**src/design/rgx_pkg.sv**
```systemverilog
// Constants and types shared by the rotate group execution block.
// Assumes a byte-wide processor memory port and a 32-bit register bus.
package rgx_pkg;
  localparam int ADDR_W = 8;
  localparam int DATA_W = 32;
  localparam int STRB_W = 4;
  localparam int BYTE_W = 8;
  localparam int MEM_AW = 16;
  localparam int TCNT_W = 5;
  localparam int REG_SEL_W = 3;
  localparam int GPR_IDX_LSB = 2;

  localparam logic [7:0] WORD_MASK = 8'hFC;
  localparam logic [7:0] GPR_MASK = 8'hE0;
  localparam logic [7:0] OFF_CTRL = 8'h00;
  localparam logic [7:0] OFF_STATUS = 8'h04;
  localparam logic [7:0] OFF_INSTR = 8'h08;
  localparam logic [7:0] OFF_GPR = 8'h20;
  localparam logic [7:0] OFF_IDX1 = 8'h40;
  localparam logic [7:0] OFF_IDX2 = 8'h44;

  localparam int CTRL_START = 0;
  localparam int STS_BUSY = 0;
  localparam int STS_DONE = 1;
  localparam int STS_ILLEGAL = 2;

  localparam logic [7:0] OPC_ACC_LTC = 8'h17;
  localparam logic [7:0] OPC_ACC_RTC = 8'h1F;
  localparam logic [7:0] OPC_ACC_RRC = 8'h0F;
  localparam logic [7:0] PFX_BIT = 8'hCB;
  localparam logic [7:0] PFX_FIRST_IDX = 8'hDD;
  localparam logic [7:0] PFX_SECOND_IDX = 8'hFD;
  localparam logic [7:0] OPC_MEM_LCIRC = 8'h06;
  localparam logic [4:0] LCIRC_HI = 5'h00;

  localparam logic [2:0] REG_H = 3'h4;
  localparam logic [2:0] REG_L = 3'h5;
  localparam logic [2:0] REG_MEM = 3'h6;
  localparam logic [2:0] REG_FLAGS = 3'h6;
  localparam logic [2:0] REG_A = 3'h7;

  localparam int FLAG_S = 7;
  localparam int FLAG_Z = 6;
  localparam int FLAG_H = 4;
  localparam int FLAG_PV = 2;
  localparam int FLAG_N = 1;
  localparam int FLAG_C = 0;

  localparam logic [4:0] T_ACC = 5'h04;
  localparam logic [4:0] T_REG = 5'h08;
  localparam logic [4:0] T_PTR = 5'h0F;
  localparam logic [4:0] T_IDX = 5'h17;
  localparam logic [4:0] T_RD_BACK = 5'h07;
  localparam logic [4:0] T_WR_BACK = 5'h03;
  localparam logic [4:0] T_STEP = 5'h01;

  localparam logic [1:0] RESP_OKAY = 2'h0;
  localparam logic [1:0] RESP_SLVERR = 2'h2;

  typedef enum logic [2:0] {
    OP_NONE = 3'b000,
    OP_LTC = 3'b001,
    OP_RTC = 3'b010,
    OP_RRC = 3'b011,
    OP_LCIRC = 3'b100
  } rgx_op_t;

  typedef enum logic [0:0] {
    ST_IDLE = 1'b0,
    ST_RUN = 1'b1
  } rgx_state_t;
endpackage

```
**src/design/rgx_rotate_exec.sv**
```systemverilog
// Rotate group execution unit with its register file and bus slave.
// Assumes an AXI4-Lite master and a memory that answers memReq with memAck.
// Operation
// - Opcode 17 rotates A left through carry in four states.
// - That rotate: carry gets old bit 7, H and N cleared, rest kept.
// - Opcode 1F rotates A right through carry in four states.
// - Right accumulator rotates: carry gets old bit 0, H,N cleared.
// - CB then 00000rrr rotates a register left circularly in eight states.
// - Register codes B..L are 000..101, A is 111, 110 means memory.
// - Circular left sets sign, zero, even parity; clears H,N; carry bit 7.
// - CB 06 rotates memory at the pointer pair in fifteen states.
// - DD CB d 06 rotates memory at first index plus displacement.
// - FD CB d 06 does the same with the second index register.
`timescale 1ns/1ps
`default_nettype none
module rgx_rotate_exec (
  input wire logic clk,
  input wire logic reset_n,
  input wire logic [rgx_pkg::ADDR_W-1:0] s_axi_awaddr,
  input wire logic s_axi_awvalid,
  output logic s_axi_awready,
  input wire logic [rgx_pkg::DATA_W-1:0] s_axi_wdata,
  input wire logic [rgx_pkg::STRB_W-1:0] s_axi_wstrb,
  input wire logic s_axi_wvalid,
  output logic s_axi_wready,
  output logic [1:0] s_axi_bresp,
  output logic s_axi_bvalid,
  input wire logic s_axi_bready,
  input wire logic [rgx_pkg::ADDR_W-1:0] s_axi_araddr,
  input wire logic s_axi_arvalid,
  output logic s_axi_arready,
  output logic [rgx_pkg::DATA_W-1:0] s_axi_rdata,
  output logic [1:0] s_axi_rresp,
  output logic s_axi_rvalid,
  input wire logic s_axi_rready,
  output logic memReq,
  output logic memWe,
  output logic [rgx_pkg::MEM_AW-1:0] memAddr,
  output logic [rgx_pkg::BYTE_W-1:0] memWdata,
  input wire logic [rgx_pkg::BYTE_W-1:0] memRdata,
  input wire logic memAck
);
  import rgx_pkg::*;

  typedef struct packed {
    rgx_state_t state;
    logic [TCNT_W-1:0] count;
    logic rdDone;
    logic wrDone;
    logic done;
    logic illegal;
    logic [7:0][BYTE_W-1:0] gpr;
    logic [MEM_AW-1:0] idx1;
    logic [MEM_AW-1:0] idx2;
    logic [DATA_W-1:0] instr;
    logic [BYTE_W-1:0] memData;
    logic memReq;
    logic memWe;
    logic [MEM_AW-1:0] memAddr;
    logic [BYTE_W-1:0] memWdata;
    logic awGot;
    logic wGot;
    logic [ADDR_W-1:0] awAddr;
    logic [DATA_W-1:0] wData;
    logic [STRB_W-1:0] wStrb;
    logic bValid;
    logic [1:0] bResp;
    logic rValid;
    logic [DATA_W-1:0] rData;
    logic [1:0] rResp;
  } rgx_ctx_t;

  rgx_ctx_t ctx_reg;
  rgx_ctx_t ctx_next;
  logic rstSync_n;
  logic [BYTE_W-1:0] byte0;
  logic [BYTE_W-1:0] byte1;
  logic [BYTE_W-1:0] byte2;
  logic [BYTE_W-1:0] byte3;
  rgx_op_t decOp;
  logic [TCNT_W-1:0] decTotal;
  logic decMem;
  logic decIdx;
  logic decLegal;
  logic [REG_SEL_W-1:0] decReg;
  logic [MEM_AW-1:0] decAddr;
  logic [MEM_AW-1:0] dispExt;
  logic [BYTE_W-1:0] rotIn;
  logic [BYTE_W-1:0] rotResult;
  logic [BYTE_W-1:0] rotFlags;
  logic [DATA_W-1:0] rdWord;
  logic rdErr;
  logic startGo;
  logic finish;
  logic busy;

  function automatic logic [DATA_W-1:0] laneMerge(
    input logic [DATA_W-1:0] old,
    input logic [DATA_W-1:0] data,
    input logic [STRB_W-1:0] strb
  );
    logic [DATA_W-1:0] res;
    res = old;
    for (int i = 0; i < STRB_W; i++) begin
      if (strb[i]) begin
        res[i*BYTE_W +: BYTE_W] = data[i*BYTE_W +: BYTE_W];
      end
    end
    return res;
  endfunction

  rgx_reset_sync rgx_reset_sync_i (
    .clk(clk),
    .reset_n(reset_n),
    .rstSync_n(rstSync_n)
  );

  rgx_rotate_unit rgx_rotate_unit_i (
    .op(decOp),
    .operand(rotIn),
    .flagsIn(ctx_reg.gpr[REG_FLAGS]),
    .result(rotResult),
    .flagsOut(rotFlags)
  );

  assign byte0 = ctx_reg.instr[0*BYTE_W +: BYTE_W];
  assign byte1 = ctx_reg.instr[1*BYTE_W +: BYTE_W];
  assign byte2 = ctx_reg.instr[2*BYTE_W +: BYTE_W];
  assign byte3 = ctx_reg.instr[3*BYTE_W +: BYTE_W];
  assign dispExt = {{BYTE_W{byte2[BYTE_W-1]}}, byte2};
  assign busy = (ctx_reg.state == ST_RUN);

  // The instruction register is frozen while busy, so decode stays live.
  always_comb begin
    decOp = OP_NONE;
    decTotal = T_ACC;
    decMem = 1'b0;
    decIdx = 1'b0;
    decLegal = 1'b1;
    decReg = REG_A;
    decAddr = {ctx_reg.gpr[REG_H], ctx_reg.gpr[REG_L]};
    if (byte0 == OPC_ACC_LTC) begin
      decOp = OP_LTC;
    end else if (byte0 == OPC_ACC_RTC) begin
      decOp = OP_RTC;
    end else if (byte0 == OPC_ACC_RRC) begin
      decOp = OP_RRC;
    end else if (byte0 == PFX_BIT && byte1[7:3] == LCIRC_HI) begin
      decOp = OP_LCIRC;
      if (byte1[REG_SEL_W-1:0] == REG_MEM) begin
        decMem = 1'b1;
        decTotal = T_PTR;
      end else begin
        decReg = byte1[REG_SEL_W-1:0];
        decTotal = T_REG;
      end
    end else if ((byte0 == PFX_FIRST_IDX || byte0 == PFX_SECOND_IDX)
        && byte1 == PFX_BIT && byte3 == OPC_MEM_LCIRC) begin
      decOp = OP_LCIRC;
      decMem = 1'b1;
      decIdx = 1'b1;
      decTotal = T_IDX;
      if (byte0 == PFX_FIRST_IDX) begin
        decAddr = MEM_AW'(ctx_reg.idx1 + dispExt);
      end else begin
        decAddr = MEM_AW'(ctx_reg.idx2 + dispExt);
      end
    end else begin
      decLegal = 1'b0;
    end
  end

  assign rotIn = decMem ? ctx_reg.memData : ctx_reg.gpr[decReg];

  always_comb begin
    rdWord = '0;
    rdErr = 1'b0;
    if ((s_axi_araddr & GPR_MASK) == OFF_GPR) begin
      rdWord[BYTE_W-1:0] =
        ctx_reg.gpr[s_axi_araddr[GPR_IDX_LSB +: REG_SEL_W]];
    end else begin
      case (s_axi_araddr & WORD_MASK)
        OFF_CTRL: begin
        end
        OFF_STATUS: begin
          rdWord[STS_BUSY] = busy;
          rdWord[STS_DONE] = ctx_reg.done;
          rdWord[STS_ILLEGAL] = ctx_reg.illegal;
        end
        OFF_INSTR: rdWord = ctx_reg.instr;
        OFF_IDX1: rdWord[MEM_AW-1:0] = ctx_reg.idx1;
        OFF_IDX2: rdWord[MEM_AW-1:0] = ctx_reg.idx2;
        default: rdErr = 1'b1;
      endcase
    end
  end

  always_comb begin
    logic [DATA_W-1:0] merged;
    logic [ADDR_W-1:0] wa;
    logic idle;
    merged = '0;
    wa = ctx_reg.awAddr;
    idle = (ctx_reg.state == ST_IDLE);
    ctx_next = ctx_reg;
    startGo = 1'b0;
    finish = 1'b0;
    if (s_axi_awvalid && !ctx_reg.awGot) begin
      ctx_next.awGot = 1'b1;
      ctx_next.awAddr = s_axi_awaddr & WORD_MASK;
    end
    if (s_axi_wvalid && !ctx_reg.wGot) begin
      ctx_next.wGot = 1'b1;
      ctx_next.wData = s_axi_wdata;
      ctx_next.wStrb = s_axi_wstrb;
    end
    if (ctx_reg.bValid && s_axi_bready) begin
      ctx_next.bValid = 1'b0;
    end
    // Register writes land only while idle, so they never race execution.
    if (ctx_reg.awGot && ctx_reg.wGot && !ctx_reg.bValid) begin
      ctx_next.awGot = 1'b0;
      ctx_next.wGot = 1'b0;
      ctx_next.bValid = 1'b1;
      ctx_next.bResp = RESP_OKAY;
      if ((wa & GPR_MASK) == OFF_GPR) begin
        if (idle && ctx_reg.wStrb[0]) begin
          ctx_next.gpr[wa[GPR_IDX_LSB +: REG_SEL_W]] =
            ctx_reg.wData[BYTE_W-1:0];
        end
      end else begin
        case (wa)
          OFF_CTRL: begin
            if (idle && ctx_reg.wStrb[0] && ctx_reg.wData[CTRL_START]) begin
              ctx_next.done = 1'b0;
              ctx_next.illegal = !decLegal;
              if (decLegal) begin
                startGo = 1'b1;
                ctx_next.state = ST_RUN;
                ctx_next.count = '0;
                ctx_next.rdDone = 1'b0;
                ctx_next.wrDone = 1'b0;
              end
            end
          end
          OFF_STATUS: begin
          end
          OFF_INSTR: begin
            if (idle) begin
              ctx_next.instr =
                laneMerge(ctx_reg.instr, ctx_reg.wData, ctx_reg.wStrb);
            end
          end
          OFF_IDX1: begin
            if (idle) begin
              merged = laneMerge(DATA_W'(ctx_reg.idx1), ctx_reg.wData,
                ctx_reg.wStrb);
              ctx_next.idx1 = merged[MEM_AW-1:0];
            end
          end
          OFF_IDX2: begin
            if (idle) begin
              merged = laneMerge(DATA_W'(ctx_reg.idx2), ctx_reg.wData,
                ctx_reg.wStrb);
              ctx_next.idx2 = merged[MEM_AW-1:0];
            end
          end
          default: ctx_next.bResp = RESP_SLVERR;
        endcase
      end
    end
    if (s_axi_arvalid && !ctx_reg.rValid) begin
      ctx_next.rValid = 1'b1;
      ctx_next.rData = rdWord;
      ctx_next.rResp = rdErr ? RESP_SLVERR : RESP_OKAY;
    end else if (ctx_reg.rValid && s_axi_rready) begin
      ctx_next.rValid = 1'b0;
    end
    unique case (ctx_reg.state)
      ST_IDLE: begin
      end
      ST_RUN: begin
        if (decMem && !ctx_reg.rdDone
            && ctx_reg.count == TCNT_W'(decTotal - T_RD_BACK)) begin
          if (!ctx_reg.memReq) begin
            ctx_next.memReq = 1'b1;
            ctx_next.memWe = 1'b0;
            ctx_next.memAddr = decAddr;
          end else if (memAck) begin
            ctx_next.memReq = 1'b0;
            ctx_next.memData = memRdata;
            ctx_next.rdDone = 1'b1;
            ctx_next.count = TCNT_W'(ctx_reg.count + T_STEP);
          end
        end else if (decMem && !ctx_reg.wrDone
            && ctx_reg.count == TCNT_W'(decTotal - T_WR_BACK)) begin
          if (!ctx_reg.memReq) begin
            ctx_next.memReq = 1'b1;
            ctx_next.memWe = 1'b1;
            ctx_next.memAddr = decAddr;
            ctx_next.memWdata = rotResult;
          end else if (memAck) begin
            ctx_next.memReq = 1'b0;
            ctx_next.memWe = 1'b0;
            ctx_next.wrDone = 1'b1;
            ctx_next.count = TCNT_W'(ctx_reg.count + T_STEP);
          end
        end else if (ctx_reg.count == TCNT_W'(decTotal - T_STEP)) begin
          finish = 1'b1;
          if (!decMem) begin
            ctx_next.gpr[decReg] = rotResult;
          end
          ctx_next.gpr[REG_FLAGS] = rotFlags;
          ctx_next.state = ST_IDLE;
          ctx_next.done = 1'b1;
          ctx_next.count = '0;
        end else begin
          ctx_next.count = TCNT_W'(ctx_reg.count + T_STEP);
        end
      end
    endcase
  end

  always_ff @(posedge clk or negedge rstSync_n) begin
    if (!rstSync_n) begin
      ctx_reg <= '0;
    end else begin
      ctx_reg <= ctx_next;
    end
  end

  assign s_axi_awready = !ctx_reg.awGot;
  assign s_axi_wready = !ctx_reg.wGot;
  assign s_axi_bvalid = ctx_reg.bValid;
  assign s_axi_bresp = ctx_reg.bResp;
  assign s_axi_arready = !ctx_reg.rValid;
  assign s_axi_rvalid = ctx_reg.rValid;
  assign s_axi_rdata = ctx_reg.rData;
  assign s_axi_rresp = ctx_reg.rResp;
  assign memReq = ctx_reg.memReq;
  assign memWe = ctx_reg.memWe;
  assign memAddr = ctx_reg.memAddr;
  assign memWdata = ctx_reg.memWdata;
endmodule
`default_nettype wire

```
**src/design/rgx_reset_sync.sv**
```systemverilog
// Releases the external reset through two flip-flops.
// Assumes reset_n may rise at any moment relative to clk.
`timescale 1ns/1ps
`default_nettype none
module rgx_reset_sync (
  input wire logic clk,
  input wire logic reset_n,
  output logic rstSync_n
);
  logic [1:0] sync_reg;

  always_ff @(posedge clk or negedge reset_n) begin
    if (!reset_n) begin
      sync_reg <= 2'h0;
    end else begin
      sync_reg <= {sync_reg[0], 1'b1};
    end
  end

  assign rstSync_n = sync_reg[1];
endmodule
`default_nettype wire

```
**src/design/rgx_rotate_unit.sv**
```systemverilog
// Combinational rotate datapath and flag update for one byte.
// Assumes the caller holds operand and flags stable while it reads them.
`timescale 1ns/1ps
`default_nettype none
module rgx_rotate_unit (
  input wire rgx_pkg::rgx_op_t op,
  input wire logic [rgx_pkg::BYTE_W-1:0] operand,
  input wire logic [rgx_pkg::BYTE_W-1:0] flagsIn,
  output logic [rgx_pkg::BYTE_W-1:0] result,
  output logic [rgx_pkg::BYTE_W-1:0] flagsOut
);
  import rgx_pkg::*;

  always_comb begin
    result = operand;
    flagsOut = flagsIn;
    unique case (op)
      OP_LTC: begin
        result = {operand[BYTE_W-2:0], flagsIn[FLAG_C]};
        flagsOut[FLAG_C] = operand[BYTE_W-1];
      end
      OP_RTC: begin
        result = {flagsIn[FLAG_C], operand[BYTE_W-1:1]};
        flagsOut[FLAG_C] = operand[0];
      end
      OP_RRC: begin
        result = {operand[0], operand[BYTE_W-1:1]};
        flagsOut[FLAG_C] = operand[0];
      end
      OP_LCIRC: begin
        result = {operand[BYTE_W-2:0], operand[BYTE_W-1]};
        flagsOut[FLAG_C] = operand[BYTE_W-1];
        flagsOut[FLAG_S] = result[BYTE_W-1];
        flagsOut[FLAG_Z] = (result == '0);
        flagsOut[FLAG_PV] = ~^result;
      end
      OP_NONE: begin
      end
      default: begin
      end
    endcase
    if (op != OP_NONE) begin
      flagsOut[FLAG_H] = 1'b0;
      flagsOut[FLAG_N] = 1'b0;
    end
  end
endmodule
`default_nettype wire

```
**config.mk**
```make
export PLATFORM = sky130hd
export DESIGN_NAME = rgx_rotate_exec
export DESIGN_NICKNAME = d
export VERILOG_FILES = /design/src/design/rgx_pkg.sv /design/src/design/rgx_rotate_exec.sv /design/src/design/rgx_reset_sync.sv /design/src/design/rgx_rotate_unit.sv
export SDC_FILE = /design/constraint.sdc
export NUM_CORES = 1
export LEC_CHECK = 0
export ABC_CLOCK_PERIOD_IN_PS = 8800
export BUFFER_PORTS_ARGS = -buffer_cell sky130_fd_sc_hd__buf_4
export CAP_MARGIN = 20
export CELL_PAD_IN_SITES_DETAIL_PLACEMENT = 1
export CELL_PAD_IN_SITES_GLOBAL_PLACEMENT = 2
export CORE_MARGIN = 5
export CORE_UTILIZATION = 25
export CTS_CLUSTER_SIZE = 20
export DETAILED_ROUTE_END_ITERATION = 8
export GPL_ROUTABILITY_DRIVEN = 0
export PLACE_DENSITY = 0.64
export REMOVE_ABC_BUFFERS = 1
export SYNTH_ARGS = -nofsm -noshare
export SYNTH_HDL_FRONTEND = slang
export SYNTH_SLANG_ARGS = --single-unit
```
**constraint.sdc**
```tcl
create_clock -name clk -period 8.8 [get_ports clk]
set_clock_uncertainty 0.2 [all_clocks]
set_input_delay 0.44 -clock clk [delete_from_list [all_inputs] [get_ports clk]]
set_output_delay 0.44 -clock clk [all_outputs]
set_load 0.02 [all_outputs]
```
# Word level (Yosys, flattened, before mapping)
# Index checks and enable logic that the tools add are counted.
totals:
  regBits: 256
  input_bits: 68
  elab_cells: 262
classes:
  n_addsub: 6
  magnitude_cmp: 5
  n_eq_ne: 33
  muxes: 118
  n_bitwise: 4
  n_reduce_logical: 55
ops:
  columns: ["cell", "count"]
  rows:
  - ["two-way mux 64 bit", 8]
  - ["two-way mux 16 bit", 11]
  - ["two-way mux 138 bit", 1]
  - ["bitwise mux 64 bit", 2]
  - ["two-way mux 8 bit", 15]
  - ["two-way mux 32 bit", 2]
  - ["two-way mux 5 bit", 10]
  - ["binary-select mux 8 bit (select 3 bit)", 2]
  - ["demux 8 bit (select 3 bit)", 2]
  - ["two-way mux 24 bit", 2]
  - ["AND reduction 5 bit", 8]
  - ["case mux 13 bit (3 select lines)", 1]
  - ["two-way mux 3 bit", 12]
  - ["adder 16 bit", 2]
  - ["== test 8 bit, second input constant", 4]
  - ["case mux 8 bit (4 select lines)", 1]
  - ["two-way mux 1 bit", 30]
  - ["two-way mux 10 bit", 3]
  - ["two-way mux 26 bit", 1]
  - ["== test 6 x 5 -> 1 bit, second input constant", 4]
  - ["logical NOT 8 bit", 3]
  - ["AND reduction 4 bit", 5]
  - ["logical AND 1 bit", 18]
  - ["two-way mux 18 bit", 1]
  - ["36 further kinds", 73]

# Logic depth before layout (Yosys ltp)
depth:
  ltp_word: 20
  mapped_depth: 17

# Cells and area by module
# Synthesis repeated with hierarchy kept, for this count alone.
unflattened:
  hier_cells: 1343
  area_unflattened_um2: 14480.1
by_module_without_submodules:
  columns: ["module", "instances", "cells_each", "area_each_um2", "seq_area_each_um2"]
  rows:
  - ["rgx_rotate_exec", 1, 1254, 13852.0, 6306.0]
  - ["rgx_rotate_unit", 1, 86, 574.3, 0.0]
  - ["rgx_reset_sync", 1, 3, 53.8, 50.0]

# Worst setup path after synthesis
# No wires, ideal clock.
synth_timing:
  path_kind: "reg2reg"
  startpoint: "register ctx_reg (netlist bit byte3[0])"
  endpoint: "register ctx_reg[188] (netlist name)"
  setup_ps: 77
  arrival_time_ps: 4193
  t_required_ps: 8523
  setup_slack_ps: 4330
  stages_incl_launch_ff: 17
  period_less_slack_ps: 4470
  path_cell_list: "dfrtp_1 > or4b_1 > or4_1 > buf_2 > nor4_1 > nor2b_1 > inv_1 > ha_1 > xor2_1 > nand3_1 > or3_1 > buf_1 > or4_1 > nor2_2 > buf_2 > nor2_1 > a21oi_1"
synth_lines:
  columns: ["item", "line_no", "rtl"]
  rows:
  - ["start, declared", "rgx_rotate_exec.sv:73", "rgx_ctx_t ctx_reg;"]
  - ["start signal, assigned", "rgx_rotate_exec.sv:328", "ctx_reg <= ctx_next;"]

==> results by group <==
Clocking
  • CTS tree: yes
  • Clock transition at path regs: approximately 60 ps
  • TritonCTS buffer count: 29
  • # clock sinks: between 200 and 300
  • H-tree level count: 1
  • Clock Root Buffer: clkbuf_16
  • Clock Tree Buf Depth: 3
  • Resize count post-CTS: 0
  • Clock Latency Late Sink: approximately 570 ps

Yosys
  • Synth Area in Adders: approximately 2.4%
  • Number of synthesized register bits: 254
  • YS warnings: 0
  • Multiplexer area fraction after synthesis: a little under a fifth
  • Synth cell types: 75
  • Post-Synth Simple-Gate Area: 13.1%
  • Count leader, synth: dfrtp_1
  • Post-synth EDFFs: 0
  • Commonest cells in the netlist: dfrtp_1 (254), mux2_2 (160), a21oi_1 (99)
  • Share of the synthesized area in the top cell type: a little under half
  • Synth Area per Inst: between 10 and 15 sq um
  • Post-synthesis compound-gate area fraction: 13.5%
  • Leading register cell type out of synthesis: dfrtp_1
  • Sequential fraction of the synthesis area: between 40 and 50%
  • Top cells by area, synth: dfrtp_1 (45%), mux2_2 (13%), a21oi_1 (3.5%)
  • Largest family of logic cells by synthesized area: multiplexers
  • Cell count after synthesis: 1316
  • Synth async-reset ratio: 100%
  • Synthesized area: ~14000 sq um
  • Largest area contributor in the netlist: dfrtp_1
  • Synth Area in XOR/XNOR: between 1 and 1.5%

Power
  • Clock share of power: a little over a quarter
  • PD cells: 272 nW/um^2
  • Switching pwr: roughly 1.7 mW
  • Switching share of power: about 36%
  • Final Power: 4.63 mW
  • Power share of the combinational group: between 20% and 30%
  • Cell-internal power: about 2.9 mW
  • Leakage: approximately 7.5 nW
  • Peak supply drop: between 150 and 200 uV
  • Share of power burned in registers: a little over two fifths

Detailed routing
  • Vias post-DR: about 11k
  • Starting DRT DRC Count: 562
  • Final wirelength: 48.5 mm
  • Drt via density: just under 5
  • Routed Antenna Nets: 0
  • Routed len/inst: approximately 22 um
  • Post-route DRC: 0
  • DRT Pass-1 Iters: 5

Critical path
  • R2R Setup Slk: ~3200 ps
  • Worst-path maximum fanout: 16
  • Req. time, crit path: roughly 9100 ps
  • Crit path DAT: 5850 ps
  • Critical path launch point type: flip-flop
  • Nature of the critical path endpoint: flip-flop
  • Setup Crit Path Kind: reg2reg

Timing
  • Final period util: roughly 63%
  • # setup viols final: 0
  • Slew headroom: between 20% and 30%
  • Min cycle time layout: around 5600 ps
  • Setup TNS: 0 ps
  • Unrepaired setup endpoints after global routing: false
  • Highest Clock Rate: about 180 MHz
  • Max Slew Vio Count: 0
  • Final Hold Viols: 0
  • Slew @ Worst Pin: ~1100 ps

Die
  • I/O pin cnt: 135
  • Total core area: about 56000 sq um
  • Initial cell density of the core: roughly 25%
  • Die area: 61200 sq um
  • Die width: around 250 um
  • Num rows: 87
  • Die Ht: 247 um

Global routing
  • Largest net degree at the start of global routing: 71
  • GR Overflow Total: 0
  • Number of global-route vias before repair: ~12k
  • Initial antenna violation count: 0
  • Total Routing Usage GR: between 10% and 20%
  • First-pass GRT wire length: 74.3 mm

Cells and area
  • Synth-to-Final Area Change: 20.8%
  • Fill cell count: 6209
  • Reg area: about 6400 sq um
  • Finished Layout Cells: about 2.2k
  • Ant diodes: 0
  • Share of cells above drive strength 1: between 20% and 30%
  • Layout Nets: between 1.5k and 2k
  • Largest register FFs: 157
  • Area of the multi-input gates: between 6000 and 7000 sq um

Place
  • IO buf count: ~130
  • Dpl cells: about 2.1k
  • Detail Placement HPWL: approximately 35 mm

Job
  • Max-cap violations: 0

Outcome
  • Status: completed

Worst hold path
  • Worst hold path class: reg2reg
metrics by stage:
stage / hold WS (ps) / setup slack (ps) / util [%] / instance area (sq um)
2_1_floorplan: -55.6 / 997 / - / 13300
3_3_place_gp: 26.0 / 3400 / 27.5 / 15400
3_5_place_dp: 28.4 / 3290 / 27.5 / 15400
4_1_cts: 168 / 3270 / 30.3 / 17000
5_1_grt: 182 / 2950 / 30.3 / 17000
6_report: 162 / 3240 / 30.3 / 17000
final timing paths:
check / cells after the start / from / to
setup reg to reg: 13 / byte3[0] / ctx_reg[182]
min in group asynchronous: 0 / rgx_reset_sync_i.sync_reg[1] / s_axi_rdata[10]
hold / removal: 0 / rgx_reset_sync_i.sync_reg[0] / rgx_reset_sync_i.sync_reg[1]
hold reg to reg: 0 / rgx_reset_sync_i.sync_reg[0] / rgx_reset_sync_i.sync_reg[1]
max in group asynchronous: 1 / rgx_reset_sync_i.sync_reg[1] / ctx_reg[117]
setup / recovery: 13 / byte3[0] / ctx_reg[182]
area by class of cell:
| cell class | count | area share (%) |
|---|---|---|
| inverters | 22 | 0.486 |
| multi-input cells | 912 | 40.7 |
| clock buffers | 43 | 5.11 |
| flip-flops and latches | 254 | 37.4 |
| well taps | 756 | 5.56 |
| clock inverters | 11 | 0.736 |
| repair buffers | 206 | 9.98 |
timing repair:
item | CTS | global route
hold endpoints to repair | 58 | 0
buffers inserted | 0 | 0
hold buffers | 59 | 0
setup endpoints to repair | 0 | 0
power by group through the flow:
stage | Sequential [mW] | Clock [mW] | Combinational [mW]
after floorplan | 1.82 | 0 | 0.931
after global placement | 2.02 | 0 | 1.31
after detailed placement | 2.03 | 0 | 1.34
after CTS | 2.01 | 1.31 | 1.37
after global routing | 2.06 | 1.36 | 1.50
final | 2.01 | 1.27 | 1.36
metal layers:
metal / GRT usage, % / vias to the layer above / share of wire, %
met2: 28.1 / 198 / 50
met5: 0 / - / 0
met1: 19.9 / 5534 / 43
met4: 4.65 / 0 / 2.9
li1: - / 4937 / -
met3: 2.41 / 70 / 3.7
worst max-delay path: stages, from the launching register on:
cell and delay [ps]:
dfrtp_1 390, or4b_1 560, or4_1 640, nor4_1 570, nor2b_1 190, inv_1 100
ha_1 230, xor2_1 350, nand3_1 180, or3_1 640, or4_1 510, nor2_2 650
a211oi_1 110, a21oi_1 160
cell usage in the layout, fill, tap and decap left out, drive strengths merged, types with 10 or more instances in the layout:
master	Yosys	layout
dfrtp	254	254
a211oi	42	42
o211ai	10	10
mux2i	32	32
ha	25	25
mux2	160	160
clkbuf	51	43
nand2b	14	14
buf	78	147
nand3	12	12
xor2	12	12
nand2	88	88
dlygate4sd3	0	59
xnor2	10	10
mux4	22	22
nor3	24	24
o22ai	15	15
a21oi	99	99
o21ai	67	67
nor2b	45	45
a22o	19	19
inv	22	25
nor2	89	89
logic make-up (layout without fill, tap and decap cells):
family	after synthesis	count (layout)
AND/OR/NAND/NOR	346	346
AO/OA/AOI/OAI	301	301
flip-flops	254	254
multiplexers	214	214
buffers and inverters	151	282
adder cells (fa/ha/maj)	26	26
XOR/XNOR	22	22
other	2	3
Note: power is estimated with default switching activity, not from simulation.
